<file path="src/ipdc_regs.svh">
`ifndef IPDC_REGS_SVH
`define IPDC_REGS_SVH

// register indices; the bus word address equals the index
`define IPDC_IDX_LINE_BUF     8'h42
`define IPDC_IDX_IDE_ROUTE    8'h43
`define IPDC_IDX_PCI_ROUTE    8'h44
`define IPDC_IDX_TIMER_BASE   8'h46
`define IPDC_IDX_DECODE       8'h48
`define IPDC_IDX_ROM_FWD      8'h49
`define IPDC_IDX_HOLE_START   8'h4A
`define IPDC_IDX_HOLE_SIZE    8'h4B
`define IPDC_IDX_CS_CTRL      8'h4D
`define IPDC_IDX_STATUS       8'h50

// reset values
`define IPDC_RST_LINE_BUF     8'h00
`define IPDC_RST_IDE_ROUTE    8'hEF
`define IPDC_RST_PCI_ROUTE    16'h0000
`define IPDC_RST_TIMER_BASE   16'h0078
`define IPDC_RST_DECODE       8'h01
`define IPDC_RST_ROM_FWD      8'h00
`define IPDC_RST_HOLE_START   8'h00
`define IPDC_RST_HOLE_SIZE    8'h00
`define IPDC_RST_CS_CTRL      1'b0

// field positions
`define IPDC_TIMER_EN_BIT     0
`define IPDC_HOLE_EN_BIT      7
`define IPDC_LBIOS_CS_BIT     6
`define IPDC_DEC_LOWBIOS_BIT  3
`define IPDC_DEC_VIDEO_BIT    2
`define IPDC_DEC_640K_BIT     1
`define IPDC_DEC_512K_BIT     0
`define IPDC_LINE_BUF_MASK    8'h0F
`define IPDC_TIMER_BASE_MASK  16'hFFFD

`endif

</file>
<file path="src/ipdc_pkg.sv">
package ipdc_pkg;

	// which part of the ISA memory map an access fell into
	typedef enum logic [2:0] {
		IPDC_RGN_LOW    = 3'b000,
		IPDC_RGN_VIDEO  = 3'b001,
		IPDC_RGN_ROM    = 3'b010,
		IPDC_RGN_BIOS   = 3'b011,
		IPDC_RGN_EXT    = 3'b100,
		IPDC_RGN_HIGH   = 3'b101
	} ipdc_region_e;

	// whole register and output state of the block
	typedef struct packed {
		logic [7:0]   line_buf;
		logic [7:0]   ide_route;
		logic [15:0]  pci_route;
		logic [15:0]  timer_base;
		logic [7:0]   decode;
		logic [7:0]   rom_fwd;
		logic [7:0]   hole_start;
		logic [7:0]   hole_size;
		logic         lbios_cs;
		logic         ack;
		logic [31:0]  readdata;
		logic [15:0]  irq_req;
		logic         timer_hit;
		logic         mem_forward;
		logic         mem_in_hole;
		ipdc_region_e mem_region;
	} ipdc_state_s;

endpackage

</file>
<file path="src/ipdc_top.sv">
// Decided for this implementation: the Avalon-MM interface to the registers.
`timescale 1ns/10ps
`default_nettype none
`include "ipdc_regs.svh"

// Function
// - primary ide irq uses upper nibble, reset 14
// - secondary ide irq uses lower nibble, reset 15
// - four 4-bit pci interrupt channel selectors
// - selectors 0,1,2,8,13 leave line unrouted
// - pci selectors reset to zero
// - timer base bits 15:2, reset 78h
// - timer claims io only while enabled
// - top of memory is field plus one megabytes
// - forward 1M to top, and above 16M
// - low bios block forwarded only when bit set, chip select overrides
// - video block forwarded only when bit set
// - 0-512K and 512-640K blocks individually enabled
// - eight 16K rom blocks individually forwarded
// - hole start holds address bits 23:16
// - enabled hole blocks forwarding, enable resets zero
// - hole size is a thermometer mask
module ipdc_top
	import ipdc_pkg::*;
(
	input  wire logic        clock,
	input  wire logic        rst,
	// avalon-mm slave, word addressed
	input  wire logic [7:0]  address,
	input  wire logic        read,
	input  wire logic        write,
	input  wire logic [31:0] writedata,
	input  wire logic [3:0]  byteenable,
	output logic [31:0]      readdata,
	output logic             waitrequest,
	// interrupt sources
	input  wire logic        ide_primary_irq,
	input  wire logic        ide_secondary_irq,
	input  wire logic [3:0]  pci_int_n,
	output logic [15:0]      irq_req,
	// pci io decode for the bios timer
	input  wire logic        io_valid,
	input  wire logic [15:0] io_addr,
	output logic             timer_hit,
	// isa master / dma memory decode
	input  wire logic        mem_valid,
	input  wire logic [31:0] mem_addr,
	output logic             mem_forward,
	output logic             mem_in_hole
);

	ipdc_state_s  s_q;
	ipdc_state_s  s_d;
	logic         dec_forward;
	logic         dec_in_hole;
	ipdc_region_e dec_region;

	// reserved channel codes leave the line unrouted
	function automatic logic channel_ok(input logic [3:0] ch);
		return !(ch == 4'h0 || ch == 4'h1 || ch == 4'h2
			|| ch == 4'h8 || ch == 4'hD);
	endfunction

	// one-hot of a routing channel
	function automatic logic [15:0] channel_bit(input logic [3:0] ch);
		return 16'h0001 << ch;
	endfunction

	// byte-lane merge for an 8-bit register
	function automatic logic [7:0] merge8(input logic [7:0] old,
		input logic [31:0] wd, input logic [3:0] be);
		return be[0] ? wd[7:0] : old;
	endfunction

	// byte-lane merge for a 16-bit register
	function automatic logic [15:0] merge16(input logic [15:0] old,
		input logic [31:0] wd, input logic [3:0] be);
		logic [15:0] r;
		r = old;
		if (be[0]) begin
			r[7:0] = wd[7:0];
		end
		if (be[1]) begin
			r[15:8] = wd[15:8];
		end
		return r;
	endfunction

	ipdc_mem_decode u_mem_decode (
		.addr       (mem_addr),
		.decode     (s_q.decode),
		.rom_fwd    (s_q.rom_fwd),
		.hole_start (s_q.hole_start),
		.hole_size  (s_q.hole_size),
		.lbios_cs   (s_q.lbios_cs),
		.forward    (dec_forward),
		.in_hole    (dec_in_hole),
		.region     (dec_region)
	);

	logic        take;
	logic [31:0] rd;
	logic [15:0] route;
	logic [3:0]  line_ch;

	// next state: bus access, routing and decode results
	always_comb begin
		s_d  = s_q;
		take = (read || write) && !s_q.ack;
		rd   = 32'h0000_0000;
		line_ch = 4'h0;
		// one wait state: ack rises the cycle after the request appears
		s_d.ack = take;

		// read mux, sampled on the first cycle and held in a flop
		unique case (address)
			`IPDC_IDX_LINE_BUF:   rd[7:0]  = s_q.line_buf;
			`IPDC_IDX_IDE_ROUTE:  rd[7:0]  = s_q.ide_route;
			`IPDC_IDX_PCI_ROUTE:  rd[15:0] = s_q.pci_route;
			`IPDC_IDX_TIMER_BASE: rd[15:0] = s_q.timer_base;
			`IPDC_IDX_DECODE:     rd[7:0]  = s_q.decode;
			`IPDC_IDX_ROM_FWD:    rd[7:0]  = s_q.rom_fwd;
			`IPDC_IDX_HOLE_START: rd[7:0]  = s_q.hole_start;
			`IPDC_IDX_HOLE_SIZE:  rd[7:0]  = s_q.hole_size;
			`IPDC_IDX_CS_CTRL:    rd[`IPDC_LBIOS_CS_BIT] = s_q.lbios_cs;
			`IPDC_IDX_STATUS:     rd[7:0]  = {2'b00, s_q.mem_region,
				s_q.mem_in_hole, s_q.mem_forward, s_q.timer_hit};
			default:              rd = 32'h0000_0000;        // unmapped reads zero
		endcase
		if (read && take) begin
			s_d.readdata = rd;
		end

		// writes land on the edge where waitrequest is low
		if (write && s_q.ack) begin
			unique case (address)
				`IPDC_IDX_LINE_BUF: begin
					// only single transaction exists; other codes behave alike
					s_d.line_buf = merge8(s_q.line_buf, writedata, byteenable)
						& `IPDC_LINE_BUF_MASK;
				end
				`IPDC_IDX_IDE_ROUTE: begin
					s_d.ide_route = merge8(s_q.ide_route, writedata, byteenable);
				end
				`IPDC_IDX_PCI_ROUTE: begin
					s_d.pci_route = merge16(s_q.pci_route, writedata, byteenable);
				end
				`IPDC_IDX_TIMER_BASE: begin
					// bit 1 is reserved and reads zero
					s_d.timer_base = merge16(s_q.timer_base, writedata, byteenable)
						& `IPDC_TIMER_BASE_MASK;
				end
				`IPDC_IDX_DECODE: begin
					s_d.decode = merge8(s_q.decode, writedata, byteenable);
				end
				`IPDC_IDX_ROM_FWD: begin
					s_d.rom_fwd = merge8(s_q.rom_fwd, writedata, byteenable);
				end
				`IPDC_IDX_HOLE_START: begin
					s_d.hole_start = merge8(s_q.hole_start, writedata, byteenable);
				end
				`IPDC_IDX_HOLE_SIZE: begin
					s_d.hole_size = merge8(s_q.hole_size, writedata, byteenable);
				end
				`IPDC_IDX_CS_CTRL: begin
					if (byteenable[0]) begin
						s_d.lbios_cs = writedata[`IPDC_LBIOS_CS_BIT];
					end
				end
				default: begin
					// unmapped and read-only words ignore writes
				end
			endcase
		end

		// interrupt routing onto controller channels
		route = 16'h0000;
		if (ide_primary_irq) begin
			route = route | channel_bit(s_q.ide_route[7:4]);
		end
		if (ide_secondary_irq) begin
			route = route | channel_bit(s_q.ide_route[3:0]);
		end
		for (int i = 0; i < 4; i++) begin
			// line a sits in the top nibble, line d in the bottom
			line_ch = s_q.pci_route[(15 - 4 * i) -: 4];
			if (!pci_int_n[i] && channel_ok(line_ch)) begin
				route = route | channel_bit(line_ch);
			end
		end
		s_d.irq_req = route;

		// bios timer is the only io resource claimed on pci
		s_d.timer_hit = io_valid && s_q.timer_base[`IPDC_TIMER_EN_BIT]
			&& (io_addr[15:2] == s_q.timer_base[15:2]);

		// memory decode result; forward and hole flags cleared between accesses, region held
		if (mem_valid) begin
			s_d.mem_forward = dec_forward;
			s_d.mem_in_hole = dec_in_hole;
			s_d.mem_region  = dec_region;
		end else begin
			s_d.mem_forward = 1'b0;
			s_d.mem_in_hole = 1'b0;
		end
	end

	// single register stage for all state
	always_ff @(posedge clock) begin
		if (rst) begin
			s_q.line_buf    <= `IPDC_RST_LINE_BUF;
			s_q.ide_route   <= `IPDC_RST_IDE_ROUTE;
			s_q.pci_route   <= `IPDC_RST_PCI_ROUTE;
			s_q.timer_base  <= `IPDC_RST_TIMER_BASE;
			s_q.decode      <= `IPDC_RST_DECODE;
			s_q.rom_fwd     <= `IPDC_RST_ROM_FWD;
			s_q.hole_start  <= `IPDC_RST_HOLE_START;
			s_q.hole_size   <= `IPDC_RST_HOLE_SIZE;
			s_q.lbios_cs    <= `IPDC_RST_CS_CTRL;
			s_q.ack         <= 1'b0;
			s_q.readdata    <= 32'h0000_0000;
			s_q.irq_req     <= 16'h0000;
			s_q.timer_hit   <= 1'b0;
			s_q.mem_forward <= 1'b0;
			s_q.mem_in_hole <= 1'b0;
			s_q.mem_region  <= IPDC_RGN_LOW;
		end else begin
			s_q <= s_d;
		end
	end

	// outputs; waitrequest is combinational so a request stalls at once
	assign waitrequest = (read || write) && !s_q.ack;
	assign readdata    = s_q.readdata;
	assign irq_req     = s_q.irq_req;
	assign timer_hit   = s_q.timer_hit;
	assign mem_forward = s_q.mem_forward;
	assign mem_in_hole = s_q.mem_in_hole;

endmodule

`default_nettype wire

</file>
<file path="src/ipdc_mem_decode.sv">
`timescale 1ns/10ps
`default_nettype none

module ipdc_mem_decode
	import ipdc_pkg::*;
(
	input  wire logic [31:0] addr,
	input  wire logic [7:0]  decode,
	input  wire logic [7:0]  rom_fwd,
	input  wire logic [7:0]  hole_start,
	input  wire logic [7:0]  hole_size,
	input  wire logic        lbios_cs,
	output logic             forward,
	output logic             in_hole,
	output ipdc_region_e     region
);

	// hole compare ignores address bits covered by the thermometer size mask
	function automatic logic hole_match(input logic [7:0] a, input logic [7:0] s,
		input logic [6:0] sz);
		logic [7:0] keep;
		keep = ~{1'b0, sz};
		return ((a ^ s) & keep) == 8'h00;
	endfunction

	logic above_16m;
	logic base_fwd;

	// region select and forwarding before the hole is applied
	always_comb begin
		above_16m = addr[31:24] != 8'h00;
		base_fwd  = 1'b0;
		region    = IPDC_RGN_LOW;
		if (above_16m) begin
			region   = IPDC_RGN_HIGH;
			base_fwd = 1'b1;
		end else if (addr[23:20] != 4'h0) begin
			region   = IPDC_RGN_EXT;
			// top of memory is (field + 1) megabytes
			base_fwd = addr[23:20] <= decode[7:4];
		end else if (addr[19] == 1'b0) begin
			base_fwd = decode[`IPDC_DEC_512K_BIT];
		end else if (addr[18:17] == 2'b00) begin
			base_fwd = decode[`IPDC_DEC_640K_BIT];
		end else if (addr[18] == 1'b0) begin
			region   = IPDC_RGN_VIDEO;
			base_fwd = decode[`IPDC_DEC_VIDEO_BIT];
		end else if (addr[17] == 1'b0) begin
			region   = IPDC_RGN_ROM;
			base_fwd = rom_fwd[addr[16:14]];
		end else begin
			region   = IPDC_RGN_BIOS;
			// chip select claims the low bios block first
			base_fwd = (addr[16] == 1'b0) && !lbios_cs
				&& decode[`IPDC_DEC_LOWBIOS_BIT];
		end
		in_hole = !above_16m && hole_size[`IPDC_HOLE_EN_BIT]
			&& hole_match(addr[23:16], hole_start, hole_size[6:0]);
		forward = base_fwd && !in_hole;
	end

endmodule

`default_nettype wire

</file>
<file path="config.mk">
export PLATFORM = sky130hd
export DESIGN_NAME = ipdc_top
export DESIGN_NICKNAME = d
export VERILOG_FILES = /design/src/ipdc_pkg.sv /design/src/ipdc_top.sv /design/src/ipdc_mem_decode.sv
export VERILOG_INCLUDE_DIRS = /design/src
export SDC_FILE = /design/constraint.sdc
export NUM_CORES = 1
export LEC_CHECK = 0
export ABC_CLOCK_PERIOD_IN_PS = 2300
export BUFFER_PORTS_ARGS = -buffer_cell sky130_fd_sc_hd__buf_2
export CORE_ASPECT_RATIO = 0.6
export CORE_MARGIN = 3
export CORE_UTILIZATION = 35
export DETAILED_ROUTE_END_ITERATION = 6
export SYNTH_ARGS = -nofsm -noshare
export SYNTH_HDL_FRONTEND = slang
export SYNTH_SLANG_ARGS = --single-unit
</file>
<file path="constraint.sdc">
create_clock -name clock -period 2.3 [get_ports clock]
set_input_delay 0.345 -clock clock [delete_from_list [all_inputs] [get_ports clock]]
set_output_delay 0.345 -clock clock [all_outputs]
set_load 0.1 [all_outputs]
</file>
[Word level (Yosys, flattened, before mapping)]
Cells that the tools add are included.
Storage, ports and cells
  bits in registers: 115
  bits of input ports: 104
Operators by class
  magnitude comparators: 2
  equal/unequal tests: 27
  shift-type cells: 6
  mux-type cells: 24
  bitwise logic cells: 10
  reductions and logical operators: 63
Operator list (number)
  two-way mux 16 bit: 6
  left shift 1 x 4 -> 16 bit (first input constant): 6
  equality test 8 x 7 -> 1 bit (second input constant): 10
  OR 16 bit: 5
  one-hot mux 6 bit (9 select lines): 1
  AND reduction 3 bit: 11
  equality test 4 bit (second input constant): 8
  logical OR 1 bit: 17
  equality test 4 x 1 -> 1 bit (second input constant): 4
  equality test 4 x 2 -> 1 bit (second input constant): 4
  zero test 4 bit: 4
  one-hot mux 8 bit (2 select lines): 1
  two-way mux 3 bit: 5
  equality test 14 bit: 1
  logical AND 1 bit: 14
  zero test 1 bit: 12
  bitwise AND 8 bit: 1
  zero test 8 bit: 1
  two-way mux 1 bit: 8
  inverter 7 -> 8 bit: 1
  one-hot mux 1 bit (8 select lines): 1
  nonzero test 8 bit: 1
  XOR 8 bit: 1
  one-hot mux 1 bit (7 select lines): 1
  other kinds (7): 8

[Logic depth before layout (Yosys ltp)]
Gate-level depths: netlist (run 1).
  word-level depth: 14
  mapped depth: 7
  depth with buffers taken out: 7

[Cells and area by module]
Synthesis (run 1) repeated with hierarchy kept, for this count alone.
Unflattened totals
  cell total of the unflattened synthesis: 751
  area, all modules: 6418.7 um^2
Modules (own cells, without submodules)
  ipdc_top: instances 1, cells an instance 701, area an instance 6027.0 um^2
  ipdc_mem_decode: instances 1, cells an instance 50, area an instance 391.6 um^2

[Worst setup path after synthesis (run 1)]
Ideal clock, no wire load.
  path kind: flip-flop to output port
  start: register s_q[54] (netlist name)
  end: output waitrequest
  data arrival time: 1.745 ns
  data required time: 1.955 ns
  setup slack: 0.210 ns
  stages on the path, launching flop included: 3
  buffers on the path: 1
  cells stage by stage: dfxtp_1 > clkbuf_1 > nor2_1
On the way
  longest elaborated chain between the ends: 2
RTL lines
  from (decl): RTL line ipdc_top.sv:52  | ipdc_state_s s_q;
  zero test 1 bit: RTL line ipdc_top.sv:233  | assign waitrequest = (read || write) && !s_q.ack;
  logical AND 1 bit: RTL line ipdc_top.sv:233
  to (decl): RTL line ipdc_top.sv:35  | output logic waitrequest,
No other way between the ends.

[Final worst setup path (run 1)]
  start: register s_q[115] (netlist name)
  end: register, netlist name irq_req[6]
On the way
  longest elaborated chain between the ends: 12
RTL lines
  equality test 4 x 1 -> 1 bit or zero test 4 bit (tied branches): RTL line ipdc_top.sv:60  | return !(ch == 4'h0 || ch == 4'h1 || ch == 4'h2
  logical OR 1 bit (2 in series): RTL line ipdc_top.sv:60
  logical OR 1 bit (2 in series): RTL line ipdc_top.sv:61  | || ch == 4'h8 || ch == 4'hD);
  zero test 1 bit: RTL line ipdc_top.sv:60
  logical AND 1 bit: RTL line ipdc_top.sv:187  | if (!pci_int_n[i] && channel_ok(line_ch)) begin
  two-way mux 16 bit (*): RTL line ipdc_top.sv:187
  OR 16 bit: RTL line ipdc_top.sv:188  | route = route | channel_bit(line_ch);
  two-way mux 16 bit (*): RTL line ipdc_top.sv:187
  OR 16 bit: RTL line ipdc_top.sv:188
  two-way mux 16 bit (*): RTL line ipdc_top.sv:187
Every way passes the cells marked *; elsewhere a longest branch is shown, timed or not.
A chain may end at the register's enable or synchronous reset.

==> results.md, run 1 <==
- The Yosys step of the flow raised 0 warnings.
- The worst-case IR drop observed on VDD is 0.495 mV.
- After detailed placement, the total cell area comes to around 6800 um2.
- The placeable core region is 17500 um2.
- The fmax is 533 MHz.
- The fraction of final layout cells with drive strength greater than 1 is 0.233.
- In the synthesized netlist the async set-or-reset flop fraction comes to 0.
- The max-slew violation count came to 0.
- The pin count of the biggest net entering global routing is 59.
- The commonest cells after synthesis are sky130_fd_sc_hd__dfxtp_1 (115), sky130_fd_sc_hd__nor2_1 (89), sky130_fd_sc_hd__nand2_1 (75), sky130_fd_sc_hd__nand3_1 (51), sky130_fd_sc_hd__mux2i_1 (49).
- Compared with the post-synthesis result, the final layout area differs by 16.5%.
- The clock-pin slew reported for the worst setup and hold paths after clock tree synthesis is 0.07 ns.
- The register area share after synthesis is 0.363.
- The top-level I/O count is 156.
- The number of hold-slack violations in the final timing report came to 0.
- The routed design has 20600 um of wire.
- The clock group share of total power is 0.496.
- The first-pass GRT wire length is slightly above 30000 um.
- The post-route minimum period is 1.88 ns.
- The worst-case setup margin in the final layout is 0.424 ns.
- The count of maximum capacitance violations is 0.
- For the pin with the worst max-slew slack, the measured transition is 0.728 ns.
- Across the routed clock network, the largest skew measured is ~0.015 ns.
- The die is 110 um tall.
- The combinational share of power is 0.099.
- The TritonCTS buffer count is 17.
- Yosys mapped a number of flops with a built-in enable equal to 0.
- The antenna diode count is 0.
- The flow ran to the end, but the final reports show violations.
- Setup repair after global routing left no endpoint under its margin.
- In the global route stage, met1 resource usage came out at 0.332.
- In the global route stage, overall resource usage came out at 0.205.
- Sorting the synthesized cells by area gives the leading types as sky130_fd_sc_hd__dfxtp_1 (36%), sky130_fd_sc_hd__mux2i_1 (7.7%), sky130_fd_sc_hd__buf_4 (5.7%).
- In the global route stage, met2 resource usage came out at 0.249.
- Yosys instantiated no cell more often than sky130_fd_sc_hd__dfxtp_1.
- The count of hold buffers inserted by post-cts repair is 0.
- Summed over all cells, the static leakage comes to 2.95 nW.
- The count of antenna-violating nets left after detailed routing is 0.
- The layer with the highest usage is met1.
- Of the total power, registers draw 0.405.
- The completed layout was analyzed and its total power is between 4 and 5 mW.
- Counting distinct cell types in the post-synthesis netlist gives 68.
- OpenSTA, run right after detailed placement, puts the worst setup slack at 0.0957 ns.
- The total clock sinks is 115.
- Counting every instance in the synthesized netlist gives 744.
- The power density relative to cell area is 672 nW/um2.
- The total negative slack is 0 ns.
- Of all nets on the critical path, the largest fanout is 6.
- The worst setup path is launched from a register.
- TritonCTS built the clock tree.
- The post-route cell area is 7390 um2.
- The number of global-route vias before repair is 5182.
- The total overflow left after global routing is 0.
- The number of port buffers is 105.
- After synthesis the netlist holds a flip-flop and latch count of 115.
- The largest total area in the synthesized netlist belongs to sky130_fd_sc_hd__dfxtp_1.
- The post-synthesis average cell area is about 8.5 um2.
- In this run the deepest clock path goes through 2 buffers.
- The flip-flop cell with the highest count after synthesis is sky130_fd_sc_hd__dfxtp_1.
- The final worst-path cycle share is 0.816.
- The number of optimization iterations in the first detailed-route pass is 7.
- The worst setup path category is reg2reg.
- The clock latency of the later-clocked register in the worst-skew pair is 0.43 ns.
- Dividing the detail-routed wire length by the instance count gives around 19 um.
- The die boundary width is around 180 um.
- Routability-driven placement finished with a final weighted congestion of 0.955.
- The count of non-filler cells in the finished layout is 1065.
- The floorplan step defined a die boundary enclosing about 20000 um2.
- The initial utilization of the core area, before any placement, comes to 0.363.
- The routed via count divided by cell count is 5.51.
- At the end of the flow, the number of nets in the layout was between 900 and 1000.
- The endpoint type of the worst setup path is a register.
- After legalization and detailed placement, the total HPWL measured 15500 um.
- The post-detailed-route DRC marker count is 1.
- The checks that failed: DRC.
- The number of antenna violations at the first check in global routing came to 0.
- After the first detailed-routing iteration, the DRC count stood at 685.
- Measured on the finished design, the core utilization comes to 0.423.
- The number of failing setup endpoints in the final timing report is 0.
- The routed layout has 5870 vias.
- The worst path required time is 2.59 ns.
- The number of buffers inserted to repair setup after CTS is 0.
- Headroom to the max-slew limit came out at 0.502.
- The data arrival time at the worst-slack endpoint is ~2.2 ns.
- The H-tree depth reported by CTS is 4.
- Row generation in the floorplan step produced 37 rows.
- The type of the worst min-delay path is in2reg.
- The met3 layer usage reported by global route is 0.0705.
- The analysis attributes to net switching a power of 1.44 mW.
- The number of gates given a new drive strength after cts is 0.
- Including well taps, the total number of placed cells is 1033.
- After synthesis the cells add up to 6340 um2.
- The design internal power is 3.52 mW.
- Clock tree synthesis selected as its root buffer the cell sky130_fd_sc_hd__clkbuf_16.
- Of the post-synthesis cell area, the dominant cell type holds 0.363.
- Of the total power, the share spent switching nets is 0.290.
- On the final layout, the worst hold slack is 0.170 ns.
critical path, cell delays in order (launching register included):
cell	delay [ns]
sky130_fd_sc_hd__dfxtp_1	0.44
sky130_fd_sc_hd__nor2_1	0.08
sky130_fd_sc_hd__nand2_1	0.15
sky130_fd_sc_hd__o22ai_1	0.14
sky130_fd_sc_hd__a2111oi_0	0.69
sky130_fd_sc_hd__buf_4	0.22
sky130_fd_sc_hd__nor2_1	0.03
cell families (layout without fill, tap and decap cells):
logic type                 count (synthesis)  count (layout)  synth area share
other                                      1              16          0.000591
xor gates and xnor gates                  22              22            0.0304
adders and majority gates                  4               4           0.00789
AOI/OAI and AO/OA                        136             136             0.145
buffers and inverters                     94             166            0.0947
muxes                                     63              63             0.111
and+or+nand+nor                          309             309             0.248
DFF                                      115             115             0.363
per-layer routing:
layer | routed length, um | share of wire | vias to the layer above
li1 | - | - | 2756
met1 | 10400 | 0.50 | 2732
met2 | 7360 | 0.36 | 371
met3 | 2800 | 0.14 | 11
met4 | 84 | 0.0041 | 0
met5 | 0 | 0 | -
registers in the layout (all words and copies together), names as in the netlist:
name	flops
s_q	76
irq_req	16
readdata	16
line_ch	4
mem_forward	1
mem_in_hole	1
timer_hit	1
area by class of cell:
| cell class | count | area, um2 |
|---|---|---|
| clock buffer | 17 | 425 |
| clock inverter | 15 | 124 |
| fill | 1812 | 10100 |
| inverter | 5 | 18.8 |
| multi-input combinational | 550 | 3500 |
| sequential | 115 | 2300 |
| tap | 234 | 293 |
| timing repair buffer | 129 | 731 |
power by group through the flow:
| stage | logic (mW) | clock network, mW | registers, mW |
|---|---|---|---|
| after floorplan | 0.351 | 0 | 2.06 |
| after global placement | 0.485 | 0 | 2.05 |
| after detailed placement | 0.485 | 0 | 2.05 |
| after CTS | 0.486 | 2.50 | 2.01 |
| after global routing | 0.518 | 2.59 | 2.01 |
| final | 0.492 | 2.46 | 2.01 |
worst paths after layout:
check | startpoint | end | slack, ns | cells after the start
hold reg to reg | s_q[130]$_SDFFE_PP0P_ | s_q[130]$_SDFFE_PP0P_ | 0.46 | 2
hold / removal | writedata[13] | s_q[117]$_SDFFE_PP0P_ | 0.17 | 3
setup / recovery | s_q[115]$_SDFFE_PP0P_ | irq_req[6]$_SDFF_PP0_ | 0.42 | 6
setup reg to reg | s_q[115]$_SDFFE_PP0P_ | irq_req[6]$_SDFF_PP0_ | 0.42 | 6
placed cells by master, fill, tap and decap left out, types with 3 or more instances in the layout:
master	instances
sky130_fd_sc_hd__or4_1	3
sky130_fd_sc_hd__o211ai_1	3
sky130_fd_sc_hd__nand2_1	75
sky130_fd_sc_hd__nor2b_1	8
sky130_fd_sc_hd__dfxtp_1	115
sky130_fd_sc_hd__and3_1	4
sky130_fd_sc_hd__xor2_1	5
sky130_fd_sc_hd__clkinv_4	4
sky130_fd_sc_hd__nor2_1	89
sky130_fd_sc_hd__nor3b_1	6
sky130_fd_sc_hd__a31oi_1	7
sky130_fd_sc_hd__nand3_1	51
sky130_fd_sc_hd__o21ai_0	12
sky130_fd_sc_hd__mux4_2	5
sky130_fd_sc_hd__buf_2	105
sky130_fd_sc_hd__mux2i_1	49
sky130_fd_sc_hd__a32oi_1	3
sky130_fd_sc_hd__xnor2_1	17
sky130_fd_sc_hd__nor4_1	7
sky130_fd_sc_hd__inv_1	5
sky130_fd_sc_hd__mux2_2	9
sky130_fd_sc_hd__ha_1	4
sky130_fd_sc_hd__a21oi_1	41
sky130_fd_sc_hd__o22ai_1	18
sky130_fd_sc_hd__and2_1	3
sky130_fd_sc_hd__inv_6	6
sky130_fd_sc_hd__nand4_1	8
sky130_fd_sc_hd__a211oi_1	6
sky130_fd_sc_hd__conb_1	16
sky130_fd_sc_hd__a22oi_1	25
sky130_fd_sc_hd__nand2b_1	15
sky130_fd_sc_hd__nor3_1	13
sky130_fd_sc_hd__and3b_1	4
sky130_fd_sc_hd__buf_4	22
sky130_fd_sc_hd__clkbuf_16	17
sky130_fd_sc_hd__nand3b_1	5
(Power assumes the default switching activity.)
==> inputs of run 2 (changes only) <==
ABC_CLOCK_PERIOD_IN_PS = 1890   (was 2300)
clock period = 1.89 ns   (was 2.3 ns; I/O delays follow)
==> run 2 against run 1 <==
The run now ends clean. Clock skew down 0.0042 ns. Die area did not move. Setup slack lost 0.33 ns. Sequential share of layout area is 1.1 points lower. Utilization increased by 1.6 points. Power increased by 25%. Design area is 3.8% higher. Clock power grew 28%. First-iteration DRC count up 1.5%. Global-route usage increased by 0.93 points. Fmax increased by 4.5%. Critical endpoint unchanged. Largest cell class unchanged.
==> results.md, run 2 (same netlist as run 1, synthesis figures left out) <==
- The first global-routing pass estimated 32300 um of wire.
- The worst register-to-register path begins at s_q[111]$_SDFFE_PP0P_.
- After detailed routing, the average wire length per cell comes to ~20 um.
- The clock latency of the later-clocked register in the worst-skew pair is roughly 0.42 ns.
- The critical path capture point is irq_req[6]$_SDFF_PP0_.
- The aggregate global-route resource usage is 0.214.
- The die covers 19800 um2.
- The area taken by multi-input logic gates is 3510 um2.
- The post-detailed-route DRC marker count is 0.
- The top cell types in the final layout, fill and taps aside, are sky130_fd_sc_hd__dfxtp_1 (115), sky130_fd_sc_hd__buf_2 (105), sky130_fd_sc_hd__nor2_1 (88).
- The design draws 6.21 mW.
- The final-layout fill cell count is roughly 1800.
- The total via count in the routed design is between 5000 and 6000.
- The total overflow reported by the global router is 0.
- The region available for standard cell placement spans 17500 um2.
- Clock-pin slew was measured on the worst setup and hold paths at 0.06 ns.
- The standard-cell row count is 37.
- Setup violations remaining at the end of the flow were counted as 0.
- The starting density of the core is 0.363.
- The worst path in the final design needs a cycle of 1.80 ns, including I/O delays and setup.
- The die boundary width is between 150 and 200 um.
- The worst reg-to-reg setup slack is 0.09 ns.
- The sum of net half-perimeters after detailed placement is between 15000 and 20000 um.
- At the end of the flow, the number of nets in the layout was between 900 and 1000.
- The total detailed-routing wirelength is 21300 um.
- Once routing completed, OpenROAD measured the worst setup slack at 0.0945 ns.
- Of the available clock period, the critical path in the final layout requires 0.950.
- The endpoint of the most critical register-to-register path is irq_req[6]$_SDFF_PP0_.
- The critical path launch point is s_q[111]$_SDFFE_PP0P_.
- The endpoint type of the worst setup path is a register.
- For this block, the initial DRC count from the detailed router was a little under 700.
- CTS built an H-tree with a depth of 4.
- The number of hold-slack violations in the final timing report came to 0.
- Timing would allow up to ~560 MHz.
- The worst setup path category is reg2reg.
- At the end of the flow the core is filled with cells to 0.440.
- The number of global-route vias before repair was between 5000 and 6000.
- The number of antenna violations at the first check in global routing came to 0.
- The top-level I/O count is 156.
- The worst relative slew slack is 0.546.
- The TritonCTS buffer count is 17.
- In this run the deepest clock path goes through 2 buffers.
- The placement-stage worst setup slack is -0.155 ns.
- The register containing the most flip-flops in the final layout is s_q.
- Setup repair after global routing left no endpoint under its margin.
- The count of nets left with antenna violations once routing finished came out at 0.
- CTS placed an instance of sky130_fd_sc_hd__clkbuf_16 at the clock tree root.
- Across the run, the number of max-cap violations was 0.
- The flow ran to the end, and the final reports show no timing, DRC or antenna violations.
- For the pin with the worst max-slew slack, the measured transition is slightly below 0.7 ns.
- The path class of the tightest hold or removal check is in2reg.
- The peak supply drop is 0.623 mV.
- The maximum net fanout on the critical path is 6.
- The height of the chip is about 110 um.
- The max-slew violation count is 0.
- The fraction of final layout cells with drive strength greater than 1 is 0.258.
- On the final layout, the worst clock skew is ~0.011 ns.
- The power density relative to cell area is around 800 nW/um2.
- The number of cells on the worst reg-to-reg path is 6.
- The clock drives 115 sinks.
- TritonCTS built the clock tree.
- The flip-flop count of the largest register, all copies and words added is 76.
- The total negative slack is 0 ns.
- The leakage power of the design is 3.09 nW.
- The repair_antennas step left the layout with diodes totalling 0.
- The library cell used most frequently in the layout, excluding fill and tap cells, is sky130_fd_sc_hd__dfxtp_1.
- Across the whole layout, storage elements account for 2300 um2.
- From synthesis to final layout, the design area changed by 20.9%.
- The worst path required time is 2.18 ns.
- At the worst endpoint, the arrival time is 2.09 ns.
- Routability-driven placement finished with a final weighted congestion of 0.975.
- Entering global routing, the biggest net connects 62 pins.
- The number of port buffers is 105.
- The number of optimization iterations in the first detailed-route pass is 5.
- In the routed layout, each cell is associated on average with a via count of 5.46.
- In the final layout, the registers with the most flip-flops are s_q: 76 flops, irq_req: 16 flops, readdata: 16 flops.
- The worst setup path is launched from a register.
[run 2: cell count changes in the layout (fill, tap and decap cells not counted), moves of 2 or more]
cell / delta
sky130_fd_sc_hd__clkinv_4: -3
sky130_fd_sc_hd__buf_12: +5
sky130_fd_sc_hd__clkinvlp_4: +2
sky130_fd_sc_hd__buf_4: +20
[run 2: routing by layer]
layer,share of wire,track usage,vias up
met5,0,0,-
met4,0.0062,0.0419,0
met3,0.12,0.0675,17
met2,0.35,0.259,331
met1,0.52,0.351,2791
li1,-,-,2810
[run 2: worst max-delay path, stage by stage (launching register included)]
cell and delay (ns):
sky130_fd_sc_hd__dfxtp_1 0.47, sky130_fd_sc_hd__nor2_1 0.08, sky130_fd_sc_hd__nand2_1 0.14, sky130_fd_sc_hd__o22ai_1 0.11, sky130_fd_sc_hd__a2111oi_1 0.62, sky130_fd_sc_hd__buf_4 0.21, sky130_fd_sc_hd__nor2_1 0.04
[run 2: how the worst min path moves through the flow]
stage,endpoint,cells after the start,from
floorplan,s_q[2]$_SDFFE_PP0P_,1,mem_valid
global placement,s_q[131]$_SDFFE_PP0P_,2,s_q[131]$_SDFFE_PP0P_
detailed placement,readdata[0]$_SDFFE_PP0P_,2,readdata[0]$_SDFFE_PP0P_
CTS,s_q[117]$_SDFFE_PP0P_,3,writedata[13]
global route,s_q[114]$_SDFFE_PP0P_,3,writedata[10]
finish,s_q[117]$_SDFFE_PP0P_,3,writedata[13]
[run 2: timing repair]
item / in CTS / in global routing
gates resized for setup: 0 / 2
hold buffers: 0 / 0
setup buffers: 0 / 0
setup endpoints to repair: 0 / 2
[run 2: cell type report]
type                            instances  share of cell area
Tap cell                              234              0.0382
Multi-Input combinational cell        550               0.457
Inverter                                5             0.00245
Clock inverter                         15              0.0191
Sequential cell                       115               0.300
Clock buffer                           17              0.0554
Timing Repair Buffer                  154               0.128
[run 2: metrics by stage]
step / cells / area (um2) / hold slack (ns)
2_1_floorplan: 759 / 6400 / 0.379
3_3_place_gp: 1058 / 7090 / 0.443
3_5_place_dp: 1058 / 7090 / 0.453
4_1_cts: 1090 / 7670 / 0.105
5_1_grt: 1090 / 7670 / 0.127
6_report: 1090 / 7670 / 0.116
[run 2: report_power, final]
group / internal (mW) / switching [mW] / leakage, nW
Sequential: 2.44 / 0.00996 / 0.928
Clock: 1.84 / 1.30 / 0.270
Combinational: 0.166 / 0.462 / 1.90
==> inputs of run 3 (changes only) <==
CORE_ASPECT_RATIO = 0.75   (was 0.6)
==> run 3 against run 2 <==
Largest power group unchanged. Non-clock buffer count up 2. Flip-flop and latch count unchanged. Utilization up 0.54 points. Clock-buffer cell count unchanged. Sequential share of layout area down 0.078 points. Setup slack better by 0.096 ns. Register-to-register slack better by 0.16 ns. Design area up 0.26%. Die area down 0.18%. Via count down 0.74%. Routed wire length down 5.0%. Combinational power down 2%.
==> results.md, run 3 (same netlist as run 1, synthesis figures left out) <==
- Wires add up to 20200 um.
- The die covers 19800 um2.
- Setup repair after global routing left no endpoint under its margin.
- The number of failing setup endpoints in the final timing report is 0.
- The final-layout fill cell count is 1761.
- The number of global-route vias before repair is 5516.
- The routed wire length per instance is 18.5 um.
- Summed over all cells, the static leakage comes to 3.12 nW.
- The largest registers in the layout are s_q: 76 flops, irq_req: 16 flops, readdata: 16 flops.
- In this run the most critical hold path is launched from writedata[13].
- The sequential cells in the finished layout cover a total of 2300 um2.
- The final net count is 953.
- The clock passes through at most 2 buffers.
- The type of the worst min-delay path is in2reg.
- The endpoint of the most critical register-to-register path is mem_forward$_SDFF_PP0_.
- The clock latency of the later-clocked register in the worst-skew pair is between 0.4 and 0.5 ns.
- The total clock sinks is 115.
- The area taken by multi-input logic gates is 3500 um2.
- Counting instances, the worst hold path has a depth of 3.
- The worst setup path is captured at a primary output.
- The cell count after placement is 1062.
- The number of buffers inserted to repair setup after CTS is 0.
- The signal on the critical path passes through buf_2.
- The run finished with clean final reports.
- Across the run, the number of max-cap violations was 0.
- In the final layout, the share of cells above drive strength 1 is 0.259.
- The total negative slack is 0 ns.
- The placed cell area is 7110 um2.
- The TritonCTS buffer count is 17.
- The max-slew violation count is 0.
- The area growth from synthesis to final layout is 21.3%.
- The count of non-filler cells in the finished layout is 1094.
- Global routing finished with a remaining overflow of 0.
- The die boundary width is 161 um.
- The standard-cell row count is 41.
- The placeable core region is approximately 17000 um2.
- Ranked by flip-flop count, first place goes to s_q.
- The sum of net half-perimeters after detailed placement is ~15000 um.
- The library cell contributing the largest single delay on the critical path is sky130_fd_sc_hd__dfxtp_1.
- Derived from the worst setup path, the maximum achievable clock frequency is 588 MHz.
- The worst register-to-register path begins at s_q[87]$_SDFFE_PP0P_.
- The count of antenna-violating nets left after detailed routing is 0.
- TritonCTS built the clock tree.
- The peak supply drop is 0.433 mV.
- The aggregate global-route resource usage is 0.209.
- The placement-stage worst setup slack is -0.151 ns.
- The number of hold-slack violations in the final timing report is 0.
- Power spread over the standard cell area amounts to 807 nW/um2.
- For the finished layout, the period the worst path requires is 1.70 ns.
- For hold timing, the worst endpoint is s_q[117]$_SDFFE_PP0P_.
- The worst setup path category is reg2out.
- The number of buffers and inverters on the critical path is 1.
- The clock-pin slew reported for the worst setup and hold paths after clock tree synthesis is 0.06 ns.
- The first-pass GRT wire length is 31600 um.
- The top-level I/O count is about 160.
- Measured in cells, the most critical reg-to-reg path has a length of 6.
- The number of antenna violations at the first check in global routing is 0.
- The worst relative slew slack is 0.588.
- Clock skew on the completed layout was measured at 0.00803 ns.
- In the layout the commonest cells are sky130_fd_sc_hd__dfxtp_1 (115), sky130_fd_sc_hd__buf_2 (105), sky130_fd_sc_hd__nor2_1 (88).
- The data arrival time at the worst-slack endpoint is 1.42 ns.
- The post-detailed-route DRC marker count is 0.
- The kind of start point of the critical path is a register.
- The setup check on the worst reg-to-reg path leaves a slack of between 0.2 and 0.3 ns.
- The number of port buffers is 105.
- The detailed router finished its first iteration with 607 violations.
- The root buffer selected by CTS is sky130_fd_sc_hd__clkbuf_16.
- The final worst-path cycle share is 0.899.
- The antenna diode count is 0.
- The total via count in the routed design is 5905.
- The number of gates given a new drive strength after cts is 0.
- For this run, the slowest stage of the critical path takes 0.50 ns.
- The flip-flop count of the largest register, all copies and words added is 76.
- The starting density of the core is 0.367.
- With fillers left out, the area of the finished cells amounts to 7690 um2.
- STA puts the critical path data required time at 1.61 ns.
- In this run the worst path has a maximum fanout of 2.
- The worst-case setup margin in the final layout is 0.191 ns.
- Routability-driven placement finished with a final weighted congestion of 0.929.
- The design draws 6.21 mW.
- The first detailed-routing pass ran for 6 iterations.
- For the pin with the worst max-slew slack, the measured transition is ~0.62 ns.
- The H-tree depth reported by CTS is 4.
- On the critical path the largest part of the delay comes from flip-flops.
- The pin count of the biggest net entering global routing is 33.
- Hold repair after CTS inserted 0 buffers.
- The die is 123 um tall.
- The most common cell after layout, fill and taps aside is sky130_fd_sc_hd__dfxtp_1.
- The routed via count divided by cell count is 5.40.
## run 3: worst max-delay path by stage
stage	from	end	slack [ns]	cells past startpoint
final	timer_hit$_SDFF_PP0_	timer_hit	0.19	1
after CTS	timer_hit$_SDFF_PP0_	timer_hit	0.22	1
after floorplan	address[7]	s_q[112]$_SDFFE_PP0P_	0.05	6
after global routing	s_q[85]$_SDFFE_PP0P_	mem_forward$_SDFF_PP0_	0.14	7
after detailed placement	address[7]	line_ch[2]$_SDFFE_PP0P_	-0.15	8
after global placement	address[7]	s_q[111]$_SDFFE_PP0P_	-0.18	8
## run 3: cell type report
cell class                 count  area share
sequential                   115       0.299
clock inverter                15      0.0202
tap                          236      0.0384
clock buffer                  17      0.0553
multi-input combinational    550       0.455
timing repair buffer         156       0.129
inverter                       5     0.00244
## run 3: stage by stage
step / utilization / hold slack, ns
floorplan: - / 0.379
global placement: 0.411 / 0.450
detailed placement: 0.411 / 0.447
CTS: 0.445 / 0.0940
global route: 0.445 / 0.110
finish: 0.445 / 0.108
## run 3: layer usage
layer,vias up,global-route usage,part of all wire
li1,2821,-,-
met1,2763,0.325,0.50
met2,292,0.275,0.38
met3,29,0.0574,0.11
met4,0,0.0596,0.014
met5,-,0,0
## run 3: report_power, final
part	internal [mW]	total (mW)	switching (mW)	leakage, nW
logic	0.166	0.618	0.452	1.91
clock network	1.86	3.14	1.28	0.281
registers	2.44	2.44	0.00840	0.928
